## src/hdl/acs_pkg.sv

```systemverilog
// Shared constants, types and register map of the conversion sequencer.
// Assumes a 200 MHz system clock and an AXI4-Lite register bus.
package acs_pkg;

  // ****************************************
  // Clock and timing
  // ****************************************
  localparam int CLK_PERIOD_NS = 5;
  localparam int RC_PERIOD_NS  = 500;     // Default RC clock, 2 MHz.
  localparam int SLOW_PERIOD_NS = 125000; // The roughly 8 kHz rate.
  localparam logic [15:0] RC_PERIOD_CYCLES =
    16'(RC_PERIOD_NS / CLK_PERIOD_NS);
  localparam logic [15:0] SLOW_PERIOD_CYCLES =
    16'(SLOW_PERIOD_NS / CLK_PERIOD_NS);
  // RC dividers for sample rate codes 00, 01 and 10.
  localparam int FIN_DIV_0 = 4;
  localparam int FIN_DIV_1 = 8;
  localparam int FIN_DIV_2 = 32;
  // Least sampling period per bias code, rounded up to whole cycles.
  localparam int LIMIT_NS_0 = 16000;      // 62.5 kHz.
  localparam int LIMIT_NS_1 = 8000;       // 125 kHz.
  localparam int LIMIT_NS_2 = 4000;       // 250 kHz.
  localparam int LIMIT_NS_3 = 2000;       // 500 kHz.
  localparam logic [15:0] LIMIT_CYC_0 =
    16'((LIMIT_NS_0 + CLK_PERIOD_NS - 1) / CLK_PERIOD_NS);
  localparam logic [15:0] LIMIT_CYC_1 =
    16'((LIMIT_NS_1 + CLK_PERIOD_NS - 1) / CLK_PERIOD_NS);
  localparam logic [15:0] LIMIT_CYC_2 =
    16'((LIMIT_NS_2 + CLK_PERIOD_NS - 1) / CLK_PERIOD_NS);
  localparam logic [15:0] LIMIT_CYC_3 =
    16'((LIMIT_NS_3 + CLK_PERIOD_NS - 1) / CLK_PERIOD_NS);

  // ****************************************
  // Register map
  // ****************************************
  localparam int          ADDR_W          = 8;
  localparam logic [7:0]  ACQ_CONFIG_OFF  = 8'h00;
  localparam logic [7:0]  ACQ_CONTROL_OFF = 8'h04;
  localparam logic [7:0]  ACQ_STATUS_OFF  = 8'h08;
  localparam logic [7:0]  RESULT_HIGH_OFF = 8'h0C;
  localparam logic [7:0]  RESULT_LOW_OFF  = 8'h10;
  localparam int          CFG_OSR_LSB     = 2;
  localparam int          CFG_NELC_MSB    = 6;
  localparam int          CTRL_START_BIT  = 8;
  localparam int          CTRL_ALT_BIT    = 9;
  localparam logic [1:0]  RESP_OKAY       = 2'h0;
  localparam logic [1:0]  RESP_SLVERR     = 2'h2;
  localparam logic [15:0] FULL_POS        = 16'h7FFF;
  localparam logic [15:0] FULL_NEG        = 16'h8000;

  // Fields of the acquisition configuration register.
  typedef struct packed {
    logic [1:0] elem_conv_count_select;
    logic [2:0] oversample_select;
  } acs_cfg_t;

  // Fields of the acquisition control register, bits 7 to 0.
  typedef struct packed {
    logic       converter_enable;
    logic       amplifier_enable;
    logic [1:0] amplifier_bias_select;
    logic [1:0] converter_bias_select;
    logic [1:0] sample_rate_select;
  } acs_ctrl_t;

  localparam acs_cfg_t  CFG_RESET  = 5'h00;
  localparam acs_ctrl_t CTRL_RESET = 8'h3C;

  // Sequencer states.
  typedef enum logic [1:0] {
    ST_IDLE  = 2'b00,
    ST_ELEM  = 2'b01,
    ST_FINAL = 2'b10
  } acs_state_t;

endpackage

```

## src/hdl/acs_sequencer.sv

```systemverilog
// Conversion sequencer and result formatter for an incremental ADC.
// Assumes an AXI4-Lite master and a modulator bit from the analog side.
// What this block does
// - A conversion lasts N*(OSR+1)+1 sampling periods.
// - The 16-bit two's complement result is read as high and low bytes.
// - Out-of-range results clamp to 0x7FFF or 0x8000.
// - Below 16-bit resolution the unused low bits are forced.
// - The forced pattern is a one then zeros, shorter as settings grow.
// - Converter bias code picks quarter to full current, limiting rate.
// - Amplifier bias scales alike; the lower bias bounds the rate.
// - Software may disable amplifiers and converter while idle.
// - Setting the start or alternate trigger bit begins a conversion.
// - Oversampling field, config bits 4 to 2, gives OSR 8 to 1024.
// - Field bits 6 to 5 give 1 to 8 chopped elementary conversions.
// - Sample rate is RC/4, RC/8, RC/32 or about 8 kHz.
`timescale 1ns/1ps
module acs_sequencer
  import acs_pkg::*;
#(
  parameter logic [15:0] RC_CYCLES   = RC_PERIOD_CYCLES,
  parameter logic [15:0] SLOW_CYCLES = SLOW_PERIOD_CYCLES
) (
  input  wire logic              aclk,             // Clock.
  input  wire logic              aresetn,          // Sync reset.
  input  wire logic [ADDR_W-1:0] s_axi_awaddr,     // Write address.
  input  wire logic              s_axi_awvalid,    // Address valid.
  output logic                   s_axi_awready,    // Address ready.
  input  wire logic [31:0]       s_axi_wdata,      // Write data.
  input  wire logic [3:0]        s_axi_wstrb,      // Byte enables.
  input  wire logic              s_axi_wvalid,     // Data valid.
  output logic                   s_axi_wready,     // Data ready.
  output logic [1:0]             s_axi_bresp,      // Write response.
  output logic                   s_axi_bvalid,     // Response valid.
  input  wire logic              s_axi_bready,     // Response ready.
  input  wire logic [ADDR_W-1:0] s_axi_araddr,     // Read address.
  input  wire logic              s_axi_arvalid,    // Address valid.
  output logic                   s_axi_arready,    // Address ready.
  output logic [31:0]            s_axi_rdata,      // Read data.
  output logic [1:0]             s_axi_rresp,      // Read response.
  output logic                   s_axi_rvalid,     // Read valid.
  input  wire logic              s_axi_rready,     // Read ready.
  input  wire logic              modulator_bit,    // Modulator pin.
  output logic                   sample_tick,      // Sample strobe.
  output logic                   chop_phase,       // Offset polarity.
  output logic                   conv_busy,        // Converting.
  output logic                   conv_done,        // Result pulse.
  output logic                   converter_enable, // Converter power.
  output logic                   amplifier_enable, // Amplifier power.
  output logic [1:0]             converter_bias_select, // ADC bias.
  output logic [1:0]             amplifier_bias_select  // PGA bias.
);

  // ****************************************
  // Functions
  // ****************************************

  // Sampling period in clock cycles for a sample rate code.
  function automatic logic [15:0] period_of(input logic [1:0] sel);
    case (sel)
      2'b00:   period_of = 16'(RC_CYCLES * FIN_DIV_0);
      2'b01:   period_of = 16'(RC_CYCLES * FIN_DIV_1);
      2'b10:   period_of = 16'(RC_CYCLES * FIN_DIV_2);
      default: period_of = SLOW_CYCLES;
    endcase
  endfunction

  // Least sampling period allowed by a bias code.
  function automatic logic [15:0] limit_of(input logic [1:0] b);
    case (b)
      2'b00:   limit_of = LIMIT_CYC_0;
      2'b01:   limit_of = LIMIT_CYC_1;
      2'b10:   limit_of = LIMIT_CYC_2;
      default: limit_of = LIMIT_CYC_3;
    endcase
  endfunction

  // Sampling periods per elementary conversion, minus one: OSR.
  function automatic logic [10:0] osr_of(input acs_cfg_t c);
    osr_of = 11'(32'd8 << c.oversample_select);
  endfunction

  // Total sampling periods of one full conversion.
  function automatic logic [13:0] periods_of(input acs_cfg_t c);
    periods_of = 14'(((32'd1 << c.elem_conv_count_select) *
                      (32'(osr_of(c)) + 32'd1)) + 32'd1);
  endfunction

  // Count of forced low bits for a setting; zero at full resolution.
  function automatic logic [3:0] force_len(input acs_cfg_t c);
    case ({c.oversample_select, c.elem_conv_count_select})
      5'b000_00: force_len = 4'h9;
      5'b000_01: force_len = 4'h8;
      5'b000_10: force_len = 4'h7;
      5'b000_11: force_len = 4'h7;
      5'b001_00: force_len = 4'h8;
      5'b001_01: force_len = 4'h7;
      5'b001_10: force_len = 4'h6;
      5'b001_11: force_len = 4'h5;
      5'b010_00: force_len = 4'h6;
      5'b010_01: force_len = 4'h5;
      5'b010_10: force_len = 4'h4;
      5'b010_11: force_len = 4'h3;
      5'b011_00: force_len = 4'h4;
      5'b011_01: force_len = 4'h3;
      5'b011_10: force_len = 4'h2;
      5'b011_11: force_len = 4'h1;
      5'b100_00: force_len = 4'h2;
      5'b100_01: force_len = 4'h1;
      default:   force_len = 4'h0;
    endcase
  endfunction

  // ****************************************
  // Registers and bus slave
  // ****************************************
  acs_cfg_t    cfg;
  acs_cfg_t    run_cfg;
  acs_ctrl_t   ctrl;
  acs_state_t  state;
  logic [7:0]  aw_addr;
  logic [31:0] w_data;
  logic [3:0]  w_strb;
  logic        start_pulse;
  logic        rate_violation;
  logic [15:0] result;
  logic        result_sat;
  logic        do_write;
  logic        run_enable;

  assign do_write = !s_axi_awready && !s_axi_wready && !s_axi_bvalid;
  assign run_enable = ctrl.converter_enable && ctrl.amplifier_enable;
  assign converter_enable      = ctrl.converter_enable;
  assign amplifier_enable      = ctrl.amplifier_enable;
  assign converter_bias_select = ctrl.converter_bias_select;
  assign amplifier_bias_select = ctrl.amplifier_bias_select;

  // Address decode of the implemented words.
  function automatic logic mapped(input logic [7:0] a);
    mapped = (a == ACQ_CONFIG_OFF) || (a == ACQ_CONTROL_OFF) ||
             (a == ACQ_STATUS_OFF) || (a == RESULT_HIGH_OFF) ||
             (a == RESULT_LOW_OFF);
  endfunction

  // Write channels: take address and data in any order, then answer.
  always_ff @(posedge aclk) begin
    if (!aresetn) begin
      s_axi_awready <= 1'b1;
      s_axi_wready  <= 1'b1;
      s_axi_bvalid  <= 1'b0;
      s_axi_bresp   <= RESP_OKAY;
      aw_addr       <= 8'h00;
      w_data        <= 32'h0000_0000;
      w_strb        <= 4'h0;
    end else begin
      if (s_axi_awvalid && s_axi_awready) begin
        aw_addr       <= s_axi_awaddr;
        s_axi_awready <= 1'b0;
      end
      if (s_axi_wvalid && s_axi_wready) begin
        w_data       <= s_axi_wdata;
        w_strb       <= s_axi_wstrb;
        s_axi_wready <= 1'b0;
      end
      if (do_write) begin
        s_axi_bvalid <= 1'b1;
        s_axi_bresp  <= mapped(aw_addr) ? RESP_OKAY : RESP_SLVERR;
      end
      if (s_axi_bvalid && s_axi_bready) begin
        s_axi_bvalid  <= 1'b0;
        s_axi_awready <= 1'b1;
        s_axi_wready  <= 1'b1;
      end
    end
  end

  // Software-written fields; start bits are one-cycle strobes.
  always_ff @(posedge aclk) begin
    if (!aresetn) begin
      cfg         <= CFG_RESET;
      ctrl        <= CTRL_RESET;
      start_pulse <= 1'b0;
    end else begin
      start_pulse <= 1'b0;
      if (do_write && w_strb[0] && aw_addr == ACQ_CONFIG_OFF) begin
        cfg <= acs_cfg_t'(w_data[CFG_NELC_MSB:CFG_OSR_LSB]);
      end
      if (do_write && aw_addr == ACQ_CONTROL_OFF) begin
        if (w_strb[0]) begin
          ctrl <= acs_ctrl_t'(w_data[7:0]);
        end
        if (w_strb[1]) begin
          start_pulse <= w_data[CTRL_START_BIT] ||
                         w_data[CTRL_ALT_BIT];
        end
      end
    end
  end

  // Read channel: one word per request, answered the next cycle.
  always_ff @(posedge aclk) begin
    if (!aresetn) begin
      s_axi_arready <= 1'b1;
      s_axi_rvalid  <= 1'b0;
      s_axi_rresp   <= RESP_OKAY;
      s_axi_rdata   <= 32'h0000_0000;
    end else if (s_axi_arvalid && s_axi_arready) begin
      s_axi_arready <= 1'b0;
      s_axi_rvalid  <= 1'b1;
      s_axi_rresp   <= mapped(s_axi_araddr) ? RESP_OKAY : RESP_SLVERR;
      case (s_axi_araddr)
        ACQ_CONFIG_OFF:  s_axi_rdata <= {25'h0, cfg, 2'h0};
        ACQ_CONTROL_OFF: s_axi_rdata <= {24'h0, ctrl};
        ACQ_STATUS_OFF:  s_axi_rdata <= {30'h0, rate_violation, conv_busy};
        RESULT_HIGH_OFF: s_axi_rdata <= {24'h0, result[15:8]};
        RESULT_LOW_OFF:  s_axi_rdata <= {24'h0, result[7:0]};
        default:         s_axi_rdata <= 32'h0000_0000;
      endcase
    end else if (s_axi_rvalid && s_axi_rready) begin
      s_axi_rvalid  <= 1'b0;
      s_axi_arready <= 1'b1;
    end
  end

  // Rate check against the lower of the two bias settings.
  always_ff @(posedge aclk) begin
    if (!aresetn) begin
      rate_violation <= 1'b0;
    end else begin
      rate_violation <= period_of(ctrl.sample_rate_select) <
        limit_of((ctrl.converter_bias_select < ctrl.amplifier_bias_select)
                 ? ctrl.converter_bias_select
                 : ctrl.amplifier_bias_select);
    end
  end

  // ****************************************
  // Sampling clock and sequencer
  // ****************************************
  logic [15:0]        div_cnt;
  logic               mod_meta;
  logic               mod_sync;
  logic [10:0]        period_cnt;
  logic [2:0]         elem_cnt;
  logic signed [15:0] acc;
  logic [13:0]        ticks_seen;

  // Divider making the sampling strobe; stopped while powered down.
  always_ff @(posedge aclk) begin
    if (!aresetn || !run_enable) begin
      div_cnt     <= 16'h0000;
      sample_tick <= 1'b0;
    end else if (div_cnt >= period_of(ctrl.sample_rate_select) - 16'h1)
    begin
      div_cnt     <= 16'h0000;
      sample_tick <= 1'b1;
    end else begin
      div_cnt     <= div_cnt + 16'h1;
      sample_tick <= 1'b0;
    end
  end

  // Two-stage synchroniser for the modulator pin.
  always_ff @(posedge aclk) begin
    if (!aresetn) begin
      mod_meta <= 1'b0;
      mod_sync <= 1'b0;
    end else begin
      mod_meta <= modulator_bit;
      mod_sync <= mod_meta;
    end
  end

  // Sequencer: elementary conversions, then one final period.
  always_ff @(posedge aclk) begin
    if (!aresetn || !run_enable) begin
      state      <= ST_IDLE;
      conv_busy  <= 1'b0;
      conv_done  <= 1'b0;
      chop_phase <= 1'b0;
      period_cnt <= 11'h000;
      elem_cnt   <= 3'h0;
      acc        <= 16'sh0000;
      ticks_seen <= 14'h0000;
      run_cfg    <= CFG_RESET;
    end else begin
      conv_done <= 1'b0;
      case (state)
        ST_IDLE: begin
          if (start_pulse) begin
            state      <= ST_ELEM;
            conv_busy  <= 1'b1;
            run_cfg    <= cfg;
            chop_phase <= 1'b0;
            period_cnt <= 11'h000;
            elem_cnt   <= 3'h0;
            acc        <= 16'sh0000;
            ticks_seen <= 14'h0000;
          end
        end
        ST_ELEM: begin
          if (sample_tick) begin
            ticks_seen <= ticks_seen + 14'h1;
            acc <= (mod_sync ^ chop_phase) ? acc + 16'sh1 : acc - 16'sh1;
            if (period_cnt == osr_of(run_cfg)) begin
              period_cnt <= 11'h000;
              chop_phase <= !chop_phase;
              elem_cnt   <= elem_cnt + 3'h1;
              if (elem_cnt == 3'(3'h1 << run_cfg.elem_conv_count_select)
                              - 3'h1) begin
                state <= ST_FINAL;
              end
            end else begin
              period_cnt <= period_cnt + 11'h1;
            end
          end
        end
        ST_FINAL: begin
          if (sample_tick) begin
            ticks_seen <= ticks_seen + 14'h1;
            state      <= ST_IDLE;
            conv_busy  <= 1'b0;
            conv_done  <= 1'b1;
          end
        end
        default: state <= ST_IDLE;
      endcase
    end
  end

  // ****************************************
  // Result formatting
  // ****************************************
  logic signed [31:0] scaled;
  logic [15:0]        mask;
  logic [15:0]        next_result;
  logic               next_sat;

  // Scale the chopped sum to 16 bits, clamp, then force low bits.
  always_comb begin
    scaled = 32'(acc) <<< (12 - int'(run_cfg.oversample_select)
                              - int'(run_cfg.elem_conv_count_select));
    mask = 16'((32'd1 << force_len(run_cfg)) - 32'd1);
    if (scaled > 32'sd32767) begin
      next_result = FULL_POS;
      next_sat    = 1'b1;
    end else if (scaled < -32'sd32768) begin
      next_result = FULL_NEG;
      next_sat    = 1'b1;
    end else begin
      next_result = (scaled[15:0] & ~mask) | (mask ^ (mask >> 1));
      next_sat    = 1'b0;
    end
  end

  // Result words change only when a conversion completes.
  always_ff @(posedge aclk) begin
    if (!aresetn) begin
      result     <= 16'h0000;
      result_sat <= 1'b0;
    end else if (run_enable && state == ST_FINAL && sample_tick) begin
      result     <= next_result;
      result_sat <= next_sat;
    end
  end
endmodule

```

## config.mk

```make
export PLATFORM = sky130hd
export DESIGN_NAME = acs_sequencer
export DESIGN_NICKNAME = d
export VERILOG_FILES = /design/src/hdl/acs_pkg.sv /design/src/hdl/acs_sequencer.sv
export SDC_FILE = /design/constraint.sdc
export NUM_CORES = 1
export LEC_CHECK = 0
export ABC_CLOCK_PERIOD_IN_PS = 4600
export BUFFER_PORTS_ARGS = -buffer_cell sky130_fd_sc_hd__buf_4
export CORE_ASPECT_RATIO = 1.4
export CORE_MARGIN = 2
export CORE_UTILIZATION = 25
export CTS_CLUSTER_DIAMETER = 30
export CTS_CLUSTER_SIZE = 28
export DETAILED_ROUTE_END_ITERATION = 6
export PLACE_DENSITY = 0.48
export SYNTH_ARGS = -nofsm -noshare
export SYNTH_HDL_FRONTEND = slang
export SYNTH_SLANG_ARGS = --single-unit
export TNS_END_PERCENT = 100
```

## constraint.sdc

```tcl
create_clock -name aclk -period 4.6 [get_ports aclk]
set_clock_uncertainty 0.05 [all_clocks]
set_input_delay 0.23 -clock aclk [delete_from_list [all_inputs] [get_ports aclk]]
set_output_delay 0.23 -clock aclk [all_outputs]
set_load 0.01 [all_outputs]
```

# == Word level (Yosys, flattened, before mapping) ==
# Memories as Yosys holds them, arrays and structs flattened. A register that Yosys moved wholly into a read port is not among the register bits.
# Index checks and enable logic that the tools add are counted.
# word_totals
output_inout_bits,51
input_bits,60
wordCells,173
rom_bits,128
memories,1
reg_bits,151
# mem_list
memory,words,width,read_ports,rd_ports_with_merged_regs,wr,line,source
(no name shown),32,4,1,1,0,acs_sequencer.sv:90,"case ({c.oversample_select, c.elem_conv_count_select})"
# op_classes
n_reduce_logical,47
magnitude_cmp,5
n_mux,44
n_addsub,10
n_eq_ne,21
n_shift,4
bitwise,7
# ops
op,n
$mux W16,8
$pmux W15 S3,1
$pmux W8 S5,1
$pmux W12 S3,1
$mux W11,3
$eq A8 B4 Y1 const B,4
$gt A32 B16 Y1 const B,1
$lt A32 B16 Y1 const B,1
$pmux W16 S2,1
$sshl A16 B32 Y32,1
$sub A16 B1 Y16 const B,2
$pmux W11 S2,1
$add A16 B1 Y16 const B,1
$add A16 B2 Y16 const B,1
$and A16 B16 Y16,1
$eq A8 B3 Y1 const B,2
$eq A8 B5 Y1 const B,2
$ge A16 B16 Y1,1
$logic_not A8 Y1,2
$lt A16 B16 Y1,1
$mux W2,8
$not A16 Y16,1
$or A16 B16 Y16,1
$shl A1 B4 Y16 const A,1
33 further kinds,91

# == Depth between registers and ports, before layout ==
# Gate-level depths: netlist of run 1.
# depth
word_depth,7
ltp_mapped,16
depth_no_buf,13

# == Worst setup path before layout of run 1 ==
# No wires, ideal clock.
# synth_timing
path_kind,register to register
from,register chop_phase
to,register acc[15]
required_time_ps,4476
t_arrival_ps,3585
synth_period_minus_slack_ps,3709
stages_incl_launch_ff,12
path_buffers,0
setup_slack_ps,891
setup_ps,74
path_cell_list,dfxtp_1 xnor2_1 ha_1 a21o_1 a21o_1 a2111oi_0 o31ai_1 o211ai_1 o21ai_0 xnor2_1 or3_1 a31oi_1
# synth_via
elab_chain_cells,4
# synth_lines
element,line,source
start: declaration,acs_sequencer.sv:44,"output logic chop_phase,"
start signal: assignment,acs_sequencer.sv:306,chop_phase <= !chop_phase;
$xor A1 B1 Y1,acs_sequencer.sv:303,acc <= (mod_sync ^ chop_phase) ? acc + 16'sh1 : acc - 16'sh1;
$mux W16,acs_sequencer.sv:303,
$mux W16,acs_sequencer.sv:301,if (sample_tick) begin
$pmux W16 S2,acs_sequencer.sv:287,case (state)
end signal: assignment,acs_sequencer.sv:303,
end: declaration,acs_sequencer.sv:244,logic signed [15:0] acc;
# Every way passes these cells. The select of a mux whose other input is x is not followed.
# A chain may end at the register's enable or synchronous reset.

# == Worst setup path after layout of run 1 ==
# layout_timing
from,register run_cfg[1] in the netlist's numbering
to,register result[13]
# layout_via
elab_chain_cells,7
elab_cells_between_ends,9
classes_between,2 x add/sub; 2 x order compare; 1 x shift; 2 x mux; 2 x bitwise
# layout_lines
element,line,source
start: declaration,acs_sequencer.sv:117,acs_cfg_t run_cfg;
start signal: assignment,acs_sequencer.sv:292,run_cfg <= cfg;
$sub A4 B3 Y5 *,acs_sequencer.sv:340,scaled = 32'(acc) <<< (12 - int'(run_cfg.oversample_select)
$sub A5 B3 Y6 *,acs_sequencer.sv:341,- int'(run_cfg.elem_conv_count_select));
$sshl A16 B32 Y32 *,acs_sequencer.sv:340,
"parallel branches: the longest is 3 deep, another holds $lt A32 B16 Y1",n/a,
$mux W16 *,acs_sequencer.sv:343,if (scaled > 32'sd32767) begin
end signal: assignment,acs_sequencer.sv:361,result <= next_result;
end: declaration,acs_sequencer.sv:125,logic [15:0] result;
# Every way passes the cells marked *.

==> results.ini, run 1 <==
[worst_setup_path]
worst_r2r_path_depth = 15
endpoint_kind = register
crit-reg2reg-capture = result[13]
crit_arrival_ns = 4.60
crit_type = register to register
critPathLaunchType = register
cp_data_required_time_ns = 4.88
r2r-start = run_cfg[1]
cp_max_fo = 12
rrSetupSlack_ns = 0.28

[power_and_ir_drop]
ir_drop_uv = 254
p_leak_nw = 4.14
power_density_mw_per_mm2 = 244

[finish]
drive_above_1_share_pct = 14.3
num-nets-final = 1311
final_cell_mix = dfxtp_1 (129), nor2_1 (123), nand2_1 (121)
final_common_cell = dfxtp_1
syn2layout_area_growth_pct = 16.3
final_area_mm2 = 0.0106
fin_util_pct = 29.7
antenna-diode-count = 0

[sta]
fmax_ghz = 0.231
rsz0062_at_grt = no
fin_crit_sh_pct = 94.0
fin_setup_tns_ns = 0
setup_violations = 0
drv_slew = 0
period_needed_ns = 4.32
maxSlewHeadroom_pct = 50.7
tightest_slew_ns = 0.736
hold_viol = 0

[yosys]
synth_xor_area_share_pct = 4.81
async_flop_share_pct = 0
synth_area_leaders = dfxtp_1 (28%), ha_1 (8.5%), nor2_1 (5.0%)
synth_top_cell_by_area = dfxtp_1
syn_avg_cell_area_um2 = 8.07
synth-seq-cells = 129
synthesis.area_mm2 = 0.00915
yosys_warnings = 0
synth_top_family_by_area = simple AND/OR/NAND/NOR gates
yosysSeqAreaShare_pct = 28.2
synth_cell_types = 73
synth-edff-count = 0
synthFlopType = dfxtp_1
muxShareOfSynthArea_pct = 9.12
synthSimpleGateAreaFrac_pct = 21.4
synthAdderAreaFrac_pct = 8.91
synth_compound_area_share_pct = 20.2
yosysTopAreaCellShare_pct = 28.2
synth_cells = 1135

[die]
die_y_um = 230
core_area_mm2 = 0.0359
io_pins = 111
die_area_mm2 = 0.0382
start_util_pct = 25.5
num_rows = 82
dieWidth_um = 166

[worst_hold_path]
min_to = w_strb[0]
hold_path.class = input pin to register
min_from = s_axi_wstrb[0]
whs_path_depth = 3

[clock_network]
clkTransAtPathRegs_ns = 0.06
cts_sinks = 129
cts_buffers = 17
clockBufferDepth = 2
clock_latency_ns = 0.42
h-tree-depth = 4
cts_root_buffer = clkbuf_16
cts_tree = done

[placement]
place.gp.congestion = 0.898
portBuffers = 60
dpl.hpwl_mm = 20.1
postPlaceCellArea_mm2 = 0.00997

[drt]
final_antenna_net_count = 0
drt-initial-drc-count = 404
wirelength_mm = 26.5
remaining_drc_errors = 0
wl_per_cell_um = 15.9
vias = 8149
avgViaCountPerCell = 4.91
dr.pass1.iters = 7

[global_route]
antenna_found_initial = 0
grt_max_degree = 67
grtUsageTotal_pct = 13.8
grt_pass1_wl_mm = 42.8
gr-total-overflow = 0
grt_pass1_vias = 8020

[run_status]
outcome = finished, final reports clean

[flow_run]
drv_cap = 0

## cells in the mapped netlist (5+ instances only)
library cell	count
a31oi_1	8
dfxtp_1	129
nor2_1	123
o211ai_1	11
buf_4	34
mux2_2	23
mux2i_1	35
o21ai_1	6
and2_1	11
nor3b_1	6
mux4_2	9
and3_1	21
a21o_1	9
ha_1	62
o31ai_1	6
nand2b_1	10
a2111oi_0	6
inv_1	40
clkbuf_1	36
a21boi_0	22
nor3_1	20
xor2_1	25
nor2b_1	20
nand4_1	8
buf_2	10
buf_1	6
or3_1	6
nand2_1	121
o32ai_1	5
xnor2_1	19
nor4_1	7
or2_2	5
o221ai_1	9
a22oi_1	23
a211oi_1	11
nand3_1	49
a21oi_1	62
o21ai_0	52
o22ai_1	7
## how the worst max path moves through the flow
stage	depth (start not counted)	start	to
finish	15	run_cfg[1]	result[13]
floorplan	11	chop_phase	acc[15]
global placement	14	run_cfg[1]	result[13]
global route	15	run_cfg[1]	result[11]
detailed placement	14	run_cfg[1]	result[2]
CTS	14	run_cfg[1]	result[13]
## routing by layer
| metal | track usage (%) | vias to the layer above | share of wire [%] |
|---|---|---|---|
| met5 | 0 | - | 0 |
| met4 | 5.65 | 0 | 3.1 |
| met3 | 2.04 | 48 | 3.9 |
| met2 | 25.9 | 211 | 52 |
| met1 | 15.4 | 3779 | 41 |
| li1 | - | 4111 | - |
## where the power goes
| part | total (mW) | leakage, nW | internal [mW] | switching [mW] |
|---|---|---|---|---|
| clock | 1.34 | 0.284 | 0.858 | 0.479 |
| sequential | 1.15 | 1.04 | 1.13 | 0.0134 |
| combinational | 0.118 | 2.81 | 0.0533 | 0.0646 |
| total | 2.60 | 4.14 | 2.05 | 0.557 |
## worst max-delay path, stage by stage, from the launching register on
cell and delay [ns]:
dfxtp_1 0.45, inv_1 0.12, ha_1 0.31, inv_1 0.06, fa_1 0.56, xnor2_4 0.37
buf_4 0.19, mux2_2 0.35, mux2i_1 0.38, o22ai_1 0.16, a22oi_1 0.21, nor4_1 0.11
a31oi_1 0.42, nor2_2 0.04, buf_4 0.19, a211oi_1 0.24
## cell families after synthesis
family / after synthesis
and+or+nand+nor: 420
AOI/OAI and AO/OA: 276
buffers and inverters: 130
DFF: 129
muxes: 68
adders and majority gates: 64
xor gates and xnor gates: 46
other: 2
## through the flow
step | setup slack, ns | power (mW) | std cells | hold WS [ns]
CTS | 0.168 | 2.64 | 1653 | 0.00182
global placement | 0.202 | 1.29 | 1621 | 0.374
detailed placement | 0.188 | 1.29 | 1621 | 0.373
global route | 0.0117 | 2.70 | 1659 | 0.0211
floorplan | 0.891 | 1.25 | 1161 | 0.280
finish | 0.276 | 2.60 | 1659 | 0.0203
## area by class of cell
class / count / area, µm²
clock inverter: 5 / 77.6
sequential: 129 / 2580
multi-input combinational: 902 / 6010
tap: 462 / 578
clock buffer: 24 / 502
fill: 3889 / 25300
timing repair buffer: 97 / 748
inverter: 40 / 150
## timing repair
action / 4_1_cts / 5_1_grt
hold buffers: 3 / 0
setup buffers: 0 / 6
endpoints found under the hold margin: 3 / 0
gates resized for setup: 0 / 3
setup endpoints to repair: 0 / 14
## registers in the layout, indices dropped and copies added (netlist names), 2 cells and up, named ones only
name,count
run_cfg,5
converter_bias_select,2
w_strb,2
result,16
div_cnt,16
cfg,5
acc,16
aw_addr,8
period_cnt,11
w_data,10
ctrl,2
amplifier_bias_select,2
state,2
s_axi_rdata,8
elem_cnt,3
Note: power is estimated with default switching activity, not from simulation.
==> inputs of run 2 (changes only) <==
--- a/config.mk
+++ b/config.mk
@@ -5,8 +5,10 @@
 export SDC_FILE = /design/constraint.sdc
 export NUM_CORES = 1
 export LEC_CHECK = 0
+export ABC_AREA = 1
 export ABC_CLOCK_PERIOD_IN_PS = 4600
 export BUFFER_PORTS_ARGS = -buffer_cell sky130_fd_sc_hd__buf_4
+export CAP_MARGIN = 5
 export CORE_ASPECT_RATIO = 1.4
 export CORE_MARGIN = 2
 export CORE_UTILIZATION = 25
==> results.ini, run 2 <==
[worst_setup_path]
critPathLaunchType = register
crit_type = register to register
cpPeakStageDelay_ns = 0.41
crit_chain = inv_1 -> ha_1 -> ha_1 -> nand2_1 -> nor2_2 -> nand2_4 -> inv_2 -> nor2_4 -> inv_2 -> nor2_1 -> nor2_2 -> nand2_1 -> nand2_1 -> nand2_1 -> nor2_1 -> nand2_1 -> nor2_1 -> nand2_2 -> a21oi_1 -> nor2_1 -> nor2_1
cp_slowest_cell = dfxtp_1
cp_max_fo = 33
crit_arrival_ns = 3.90
endpoint_kind = register
cp_data_required_time_ns = 4.92
rrSetupSlack_ns = 1.02

[yosys]
syn_avg_cell_area_um2 = 6.60
synth.most_common_cell = nand2_1
synth_cell_types = 49
yosysSeqAreaShare_pct = 29.7
synthesis.area_mm2 = 0.00869
ys_top_cells_by_count = nand2_1 (283), nor2_1 (155), nand3_1 (137)
synth_area_leaders = dfxtp_1 (30%), nand2_1 (12%), ha_1 (8.9%)
yosys_warnings = 0
synthFlopType = dfxtp_1
synth-edff-count = 0
synth_top_cell_by_area = dfxtp_1
synth_cells = 1316
synth-seq-cells = 129
async_flop_share_pct = 0
yosysTopAreaCellShare_pct = 29.7

[sta]
maxSlewHeadroom_pct = 21.8
tightest_slew_ns = 1.16
rsz0062_at_grt = no
fin_ws_ns = 1.02
fin_crit_sh_pct = 77.8
hold_viol = 0
drv_slew = 0
setup_violations = 0
fin_setup_tns_ns = 0
hold-worst-slack_ns = 0.0196
fmax_ghz = 0.280
period_needed_ns = 3.58

[placement]
dpl.hpwl_mm = 18.2
post-place-ws_ns = 1.01
portBuffers = 60
dp.cells = 1793
place.gp.congestion = 0.837
postPlaceCellArea_mm2 = 0.00944

[die]
io_pins = 111
start_util_pct = 25.4
die_area_mm2 = 0.0363
core_area_mm2 = 0.0341
num_rows = 80
dieWidth_um = 162
die_y_um = 225

[drt]
wirelength_mm = 23.3
vias = 8326
met2WireLength_mm = 12.4
met3_length_um = 623
wl_per_cell_um = 12.7
final_antenna_net_count = 0
highest_layer = met4
avgViaCountPerCell = 4.53
wirelength_met1_mm = 9.77
drt-initial-drc-count = 337
remaining_drc_errors = 0
dr.pass1.iters = 4

[clock_network]
h-tree-depth = 4
cts_buffers = 17
cts_resized = 0
clkTransAtPathRegs_ns = 0.05
cts_sinks = 129
clockBufferDepth = 2
cts_root_buffer = clkbuf_16
cts_tree = done
clock_latency_ns = 0.44

[finish]
final_cells = 1836
final_cell_mix = nand2_1 (283), nor2_1 (155), nand3_1 (137)
num-nets-final = 1499
fin_util_pct = 29.8
final_area_mm2 = 0.0102
final_common_cell = nand2_1
reg_top3 = acc: 16 flops, div_cnt: 16 flops, result: 16 flops
syn2layout_area_growth_pct = 17.2
nFillCells = 3795
drive_above_1_share_pct = 9.24
antenna-diode-count = 0

[power_and_ir_drop]
p_leak_nw = 4.45
ir_drop_uv = 318
power_mw = 2.69
power_density_mw_per_mm2 = 264

[global_route]
grt_pass1_vias = 8118
grt_max_degree = 51
grt_pass1_wl_mm = 38.6
antenna_found_initial = 0
gr-total-overflow = 0
grtUsageTotal_pct = 13.2

[worst_hold_path]
hold_path.class = input pin to register

[run_status]
outcome = finished, final reports clean

[flow_run]
drv_cap = 0

## run 2: cell types whose count changed after synthesis, moves of 32 or more
cell / before / now
nand2_1: 121 / 283
o21ai_0: 52 / 84
nand3_1: 49 / 137
inv_1: 40 / 131
a21oi_1: 62 / 108
mux2i_1: 35 / 0
nor2_1: 123 / 155
## run 2: logic make-up after synthesis
kind of cell	count (synthesis)	synth area share [%]
adder cells (fa/ha/maj)	64	9.39
other	2	0.0865
buffers and inverters	210	11.0
flip-flops	129	29.7
XOR/XNOR	26	2.71
AO/OA/AOI/OAI	233	14.8
AND/OR/NAND/NOR	652	32.3
## run 2: path summary, 6_finish.rpt
path                                     start  cells after the start         to
worst max-delay path                run_cfg[0]                     21  result[6]
worst min register to register        mod_meta                      2   mod_sync
worst min-delay path            s_axi_wdata[8]                      3  w_data[8]
worst max register to register      run_cfg[0]                     21  result[6]
## run 2: final cells by class
| type | instances | area [µm²] | share of cell area, % |
|---|---|---|---|
| Multi-Input combinational cell | 1003 | 5250 | 51.5 |
| Tap cell | 451 | 564 | 5.54 |
| Clock buffer | 20 | 467 | 4.59 |
| Sequential cell | 129 | 2580 | 25.4 |
| Timing Repair Buffer | 83 | 658 | 6.47 |
| Inverter | 141 | 529 | 5.20 |
| Clock inverter | 9 | 133 | 1.30 |
## run 2: what timing repair did
action                                 in CTS  in global routing
buffers inserted                            0                  0
endpoints found under the hold margin      15                  0
hold buffers                               14                  0
## run 2: metal layers
layer | vias to the layer above | GRT usage (%)
met5 | - | 0
met4 | 0 | 4.67
met3 | 30 | 2.38
met2 | 118 | 25.3
met1 | 3775 | 14.4
li1 | 4403 | -
## run 2: critical path, delay by kind of cell (launching register included)
family,cells,cell delay [ns]
DFF,1,0.41
adders and majority gates,2,0.61
AOI/OAI and AO/OA,1,0.19
and+or+nand+nor,15,1.66
buffers and inverters,3,0.57
## run 2: report_power, final
group | internal (mW) | total (mW) | switching, mW
Combinational | 0.0572 | 0.139 | 0.0820
Clock | 0.885 | 1.40 | 0.515
Sequential | 1.14 | 1.15 | 0.0118
==> inputs of run 3 (changes only) <==
--- a/config.mk
+++ b/config.mk
@@ -6,7 +6,7 @@
 export NUM_CORES = 1
 export LEC_CHECK = 0
 export ABC_AREA = 1
-export ABC_CLOCK_PERIOD_IN_PS = 4600
+export ABC_CLOCK_PERIOD_IN_PS = 2900
 export BUFFER_PORTS_ARGS = -buffer_cell sky130_fd_sc_hd__buf_4
 export CAP_MARGIN = 5
 export CORE_ASPECT_RATIO = 1.4
@@ -15,7 +15,7 @@
 export CTS_CLUSTER_DIAMETER = 30
 export CTS_CLUSTER_SIZE = 28
 export DETAILED_ROUTE_END_ITERATION = 6
-export PLACE_DENSITY = 0.48
+export PLACE_DENSITY = 0.49
 export SYNTH_ARGS = -nofsm -noshare
 export SYNTH_HDL_FRONTEND = slang
 export SYNTH_SLANG_ARGS = --single-unit
==> constraint.sdc (replaced) <==
create_clock -name aclk -period 2.9 [get_ports aclk]
set_clock_uncertainty 0.05 [all_clocks]
set_input_delay 0.145 -clock aclk [delete_from_list [all_inputs] [get_ports aclk]]
set_output_delay 0.145 -clock aclk [all_outputs]
set_load 0.01 [all_outputs]
==> results.ini, run 3 (synthesis gave the netlist of run 2 again) <==
[run_status]
outcome = complete, but fails checks
violations = setup timing

[global_route]
gr-usage-met2_pct = 27.7
grt_max_degree = 50
busiest_layer = met2
grtUsageTotal_pct = 14.6
antenna_found_initial = 0
grtUsageMet1_pct = 15.5
grt_pass1_wl_mm = 42.5
grt_pass1_vias = 8744
met3_usage_pct = 2.23
gr-total-overflow = 0

[drt]
drt-initial-drc-count = 476
avgViaCountPerCell = 4.65
wirelength_mm = 26.9
remaining_drc_errors = 0
vias = 9052
wl_per_cell_um = 13.8
dr.pass1.iters = 4
final_antenna_net_count = 0

[clock_network]
h-tree-depth = 4
clockBufferDepth = 2
cts_buffers = 17
clkTransAtPathRegs_ns = 0.06
cts_sinks = 129
cts_root_buffer = clkbuf_16
clock_latency_ns = 0.44
cts_tree = done

[die]
io_pins = 111
die_area_mm2 = 0.0363
core_area_mm2 = 0.0341
die_y_um = 225
num_rows = 80
dieWidth_um = 162
start_util_pct = 25.4

[worst_setup_path]
critPathLaunchType = register
path_buf_inv = 6
crit_chain = inv_2 -> ha_4 -> inv_1 -> fa_2 -> xor2_4 -> buf_12 -> clkinv_8 -> buf_16 -> buf_12 -> nor2_4 -> nand2_2 -> nand3_4 -> nand2_2 -> nor2_2 -> nand2_2 -> nor2_4 -> nand2_4 -> a21oi_4 -> nor2_4 -> nor2_2
cpPeakStageDelay_ns = 0.39
crit_type = register to register
crit_family = simple AND/OR/NAND/NOR gates
cp_slowest_cell = fa_2
crit_arrival_ns = 3.43
cp_max_fo = 8
cp_data_required_time_ns = 3.22
endpoint_kind = register

[sta]
hold-worst-slack_ns = 0.0873
fin_ws_ns = -0.207
fmax_ghz = 0.322
maxSlewHeadroom_pct = 27.6
rsz0062_at_grt = yes
fin_crit_sh_pct = 107
period_needed_ns = 3.11
hold_viol = 0
drv_slew = 0
setup_violations = 15
fin_setup_tns_ns = -2.41
tightest_slew_ns = 1.08

[placement]
dp.cells = 1857
postPlaceCellArea_mm2 = 0.00999
dpl.hpwl_mm = 19.4
portBuffers = 60
place.gp.congestion = 0.849

[finish]
num-nets-final = 1607
multi_input_area_mm2 = 0.00642
fin_util_pct = 36.2
final_area_mm2 = 0.0123
nFillCells = 3576
drive_above_1_share_pct = 28.7
final_common_cell = nand2_1
syn2layout_area_growth_pct = 42.1
final_cells = 1947
regArea_mm2 = 0.00259
final_cell_mix = nand2_1 (234), buf_4 (135), nor2_1 (131)
reg_top3 = acc: 16 flops, div_cnt: 16 flops, result: 16 flops
antenna-diode-count = 0

[flow_run]
drv_cap = 0

[worst_hold_path]
hold_path.class = input pin to register

[power_and_ir_drop]
power_density_mw_per_mm2 = 330
p_leak_nw = 5.21
ir_drop_uv = 425

[run 3: per-stage QoR]
step	total power, mW	setup slack [ns]
6_report	4.07	-0.207
3_5_place_dp	2.08	-0.278
2_1_floorplan	2.01	0.00721
4_1_cts	4.13	-0.0658
5_1_grt	4.23	-0.334
3_3_place_gp	2.07	-0.228
[run 3: repair_timing]
action / in CTS / in global routing
resized for setup: 142 / 137
pin swaps: 36 / 34
buffers inserted: 7 / 19
cloned: 7 / 3
hold buffers: 23 / 0
endpoints found under the setup margin: 15 / 18
hold endpoints to repair: 26 / 0
[run 3: routing by layer]
metal | up-vias | wire length, µm
met1 | 4192 | 10700
met2 | 164 | 14400
met4 | 0 | 1030
li1 | 4635 | -
met5 | - | 0
met3 | 61 | 743
[run 3: final cells by class]
cell class / instances / area share (%)
clock buffers: 18 / 3.48
multi-input cells: 1009 / 52.0
well taps: 451 / 4.57
flip-flops and latches: 129 / 20.9
clock inverters: 14 / 0.953
repair buffers: 184 / 13.4
inverters: 141 / 4.53
repair inverters: 1 / 0.0709
[run 3: worst paths after layout]
path	slack (ns)	cells after the start	start	end
setup / recovery	-0.21	20	run_cfg[0]	result[14]
setup reg to reg	-0.21	20	run_cfg[0]	result[14]
hold reg to reg	0.38	2	mod_meta	mod_sync
hold / removal	0.09	5	s_axi_araddr[0]	s_axi_rresp[1]
[run 3: tightest hold or removal path: stages]
cell	delay (ns)
buf_4	0.08
nor2_1	0.06
nand2_1	0.09
nand2_1	0.06
a21oi_1	0.11
[run 3: power breakdown]
| group | internal, mW | switching, mW | total [mW] | leakage (nW) |
|---|---|---|---|---|
| sequential | 1.81 | 0.0191 | 1.83 | 1.05 |
| combinational | 0.106 | 0.135 | 0.240 | 3.91 |
| clock | 1.17 | 0.837 | 2.01 | 0.254 |
| total | 3.08 | 0.991 | 4.07 | 5.21 |
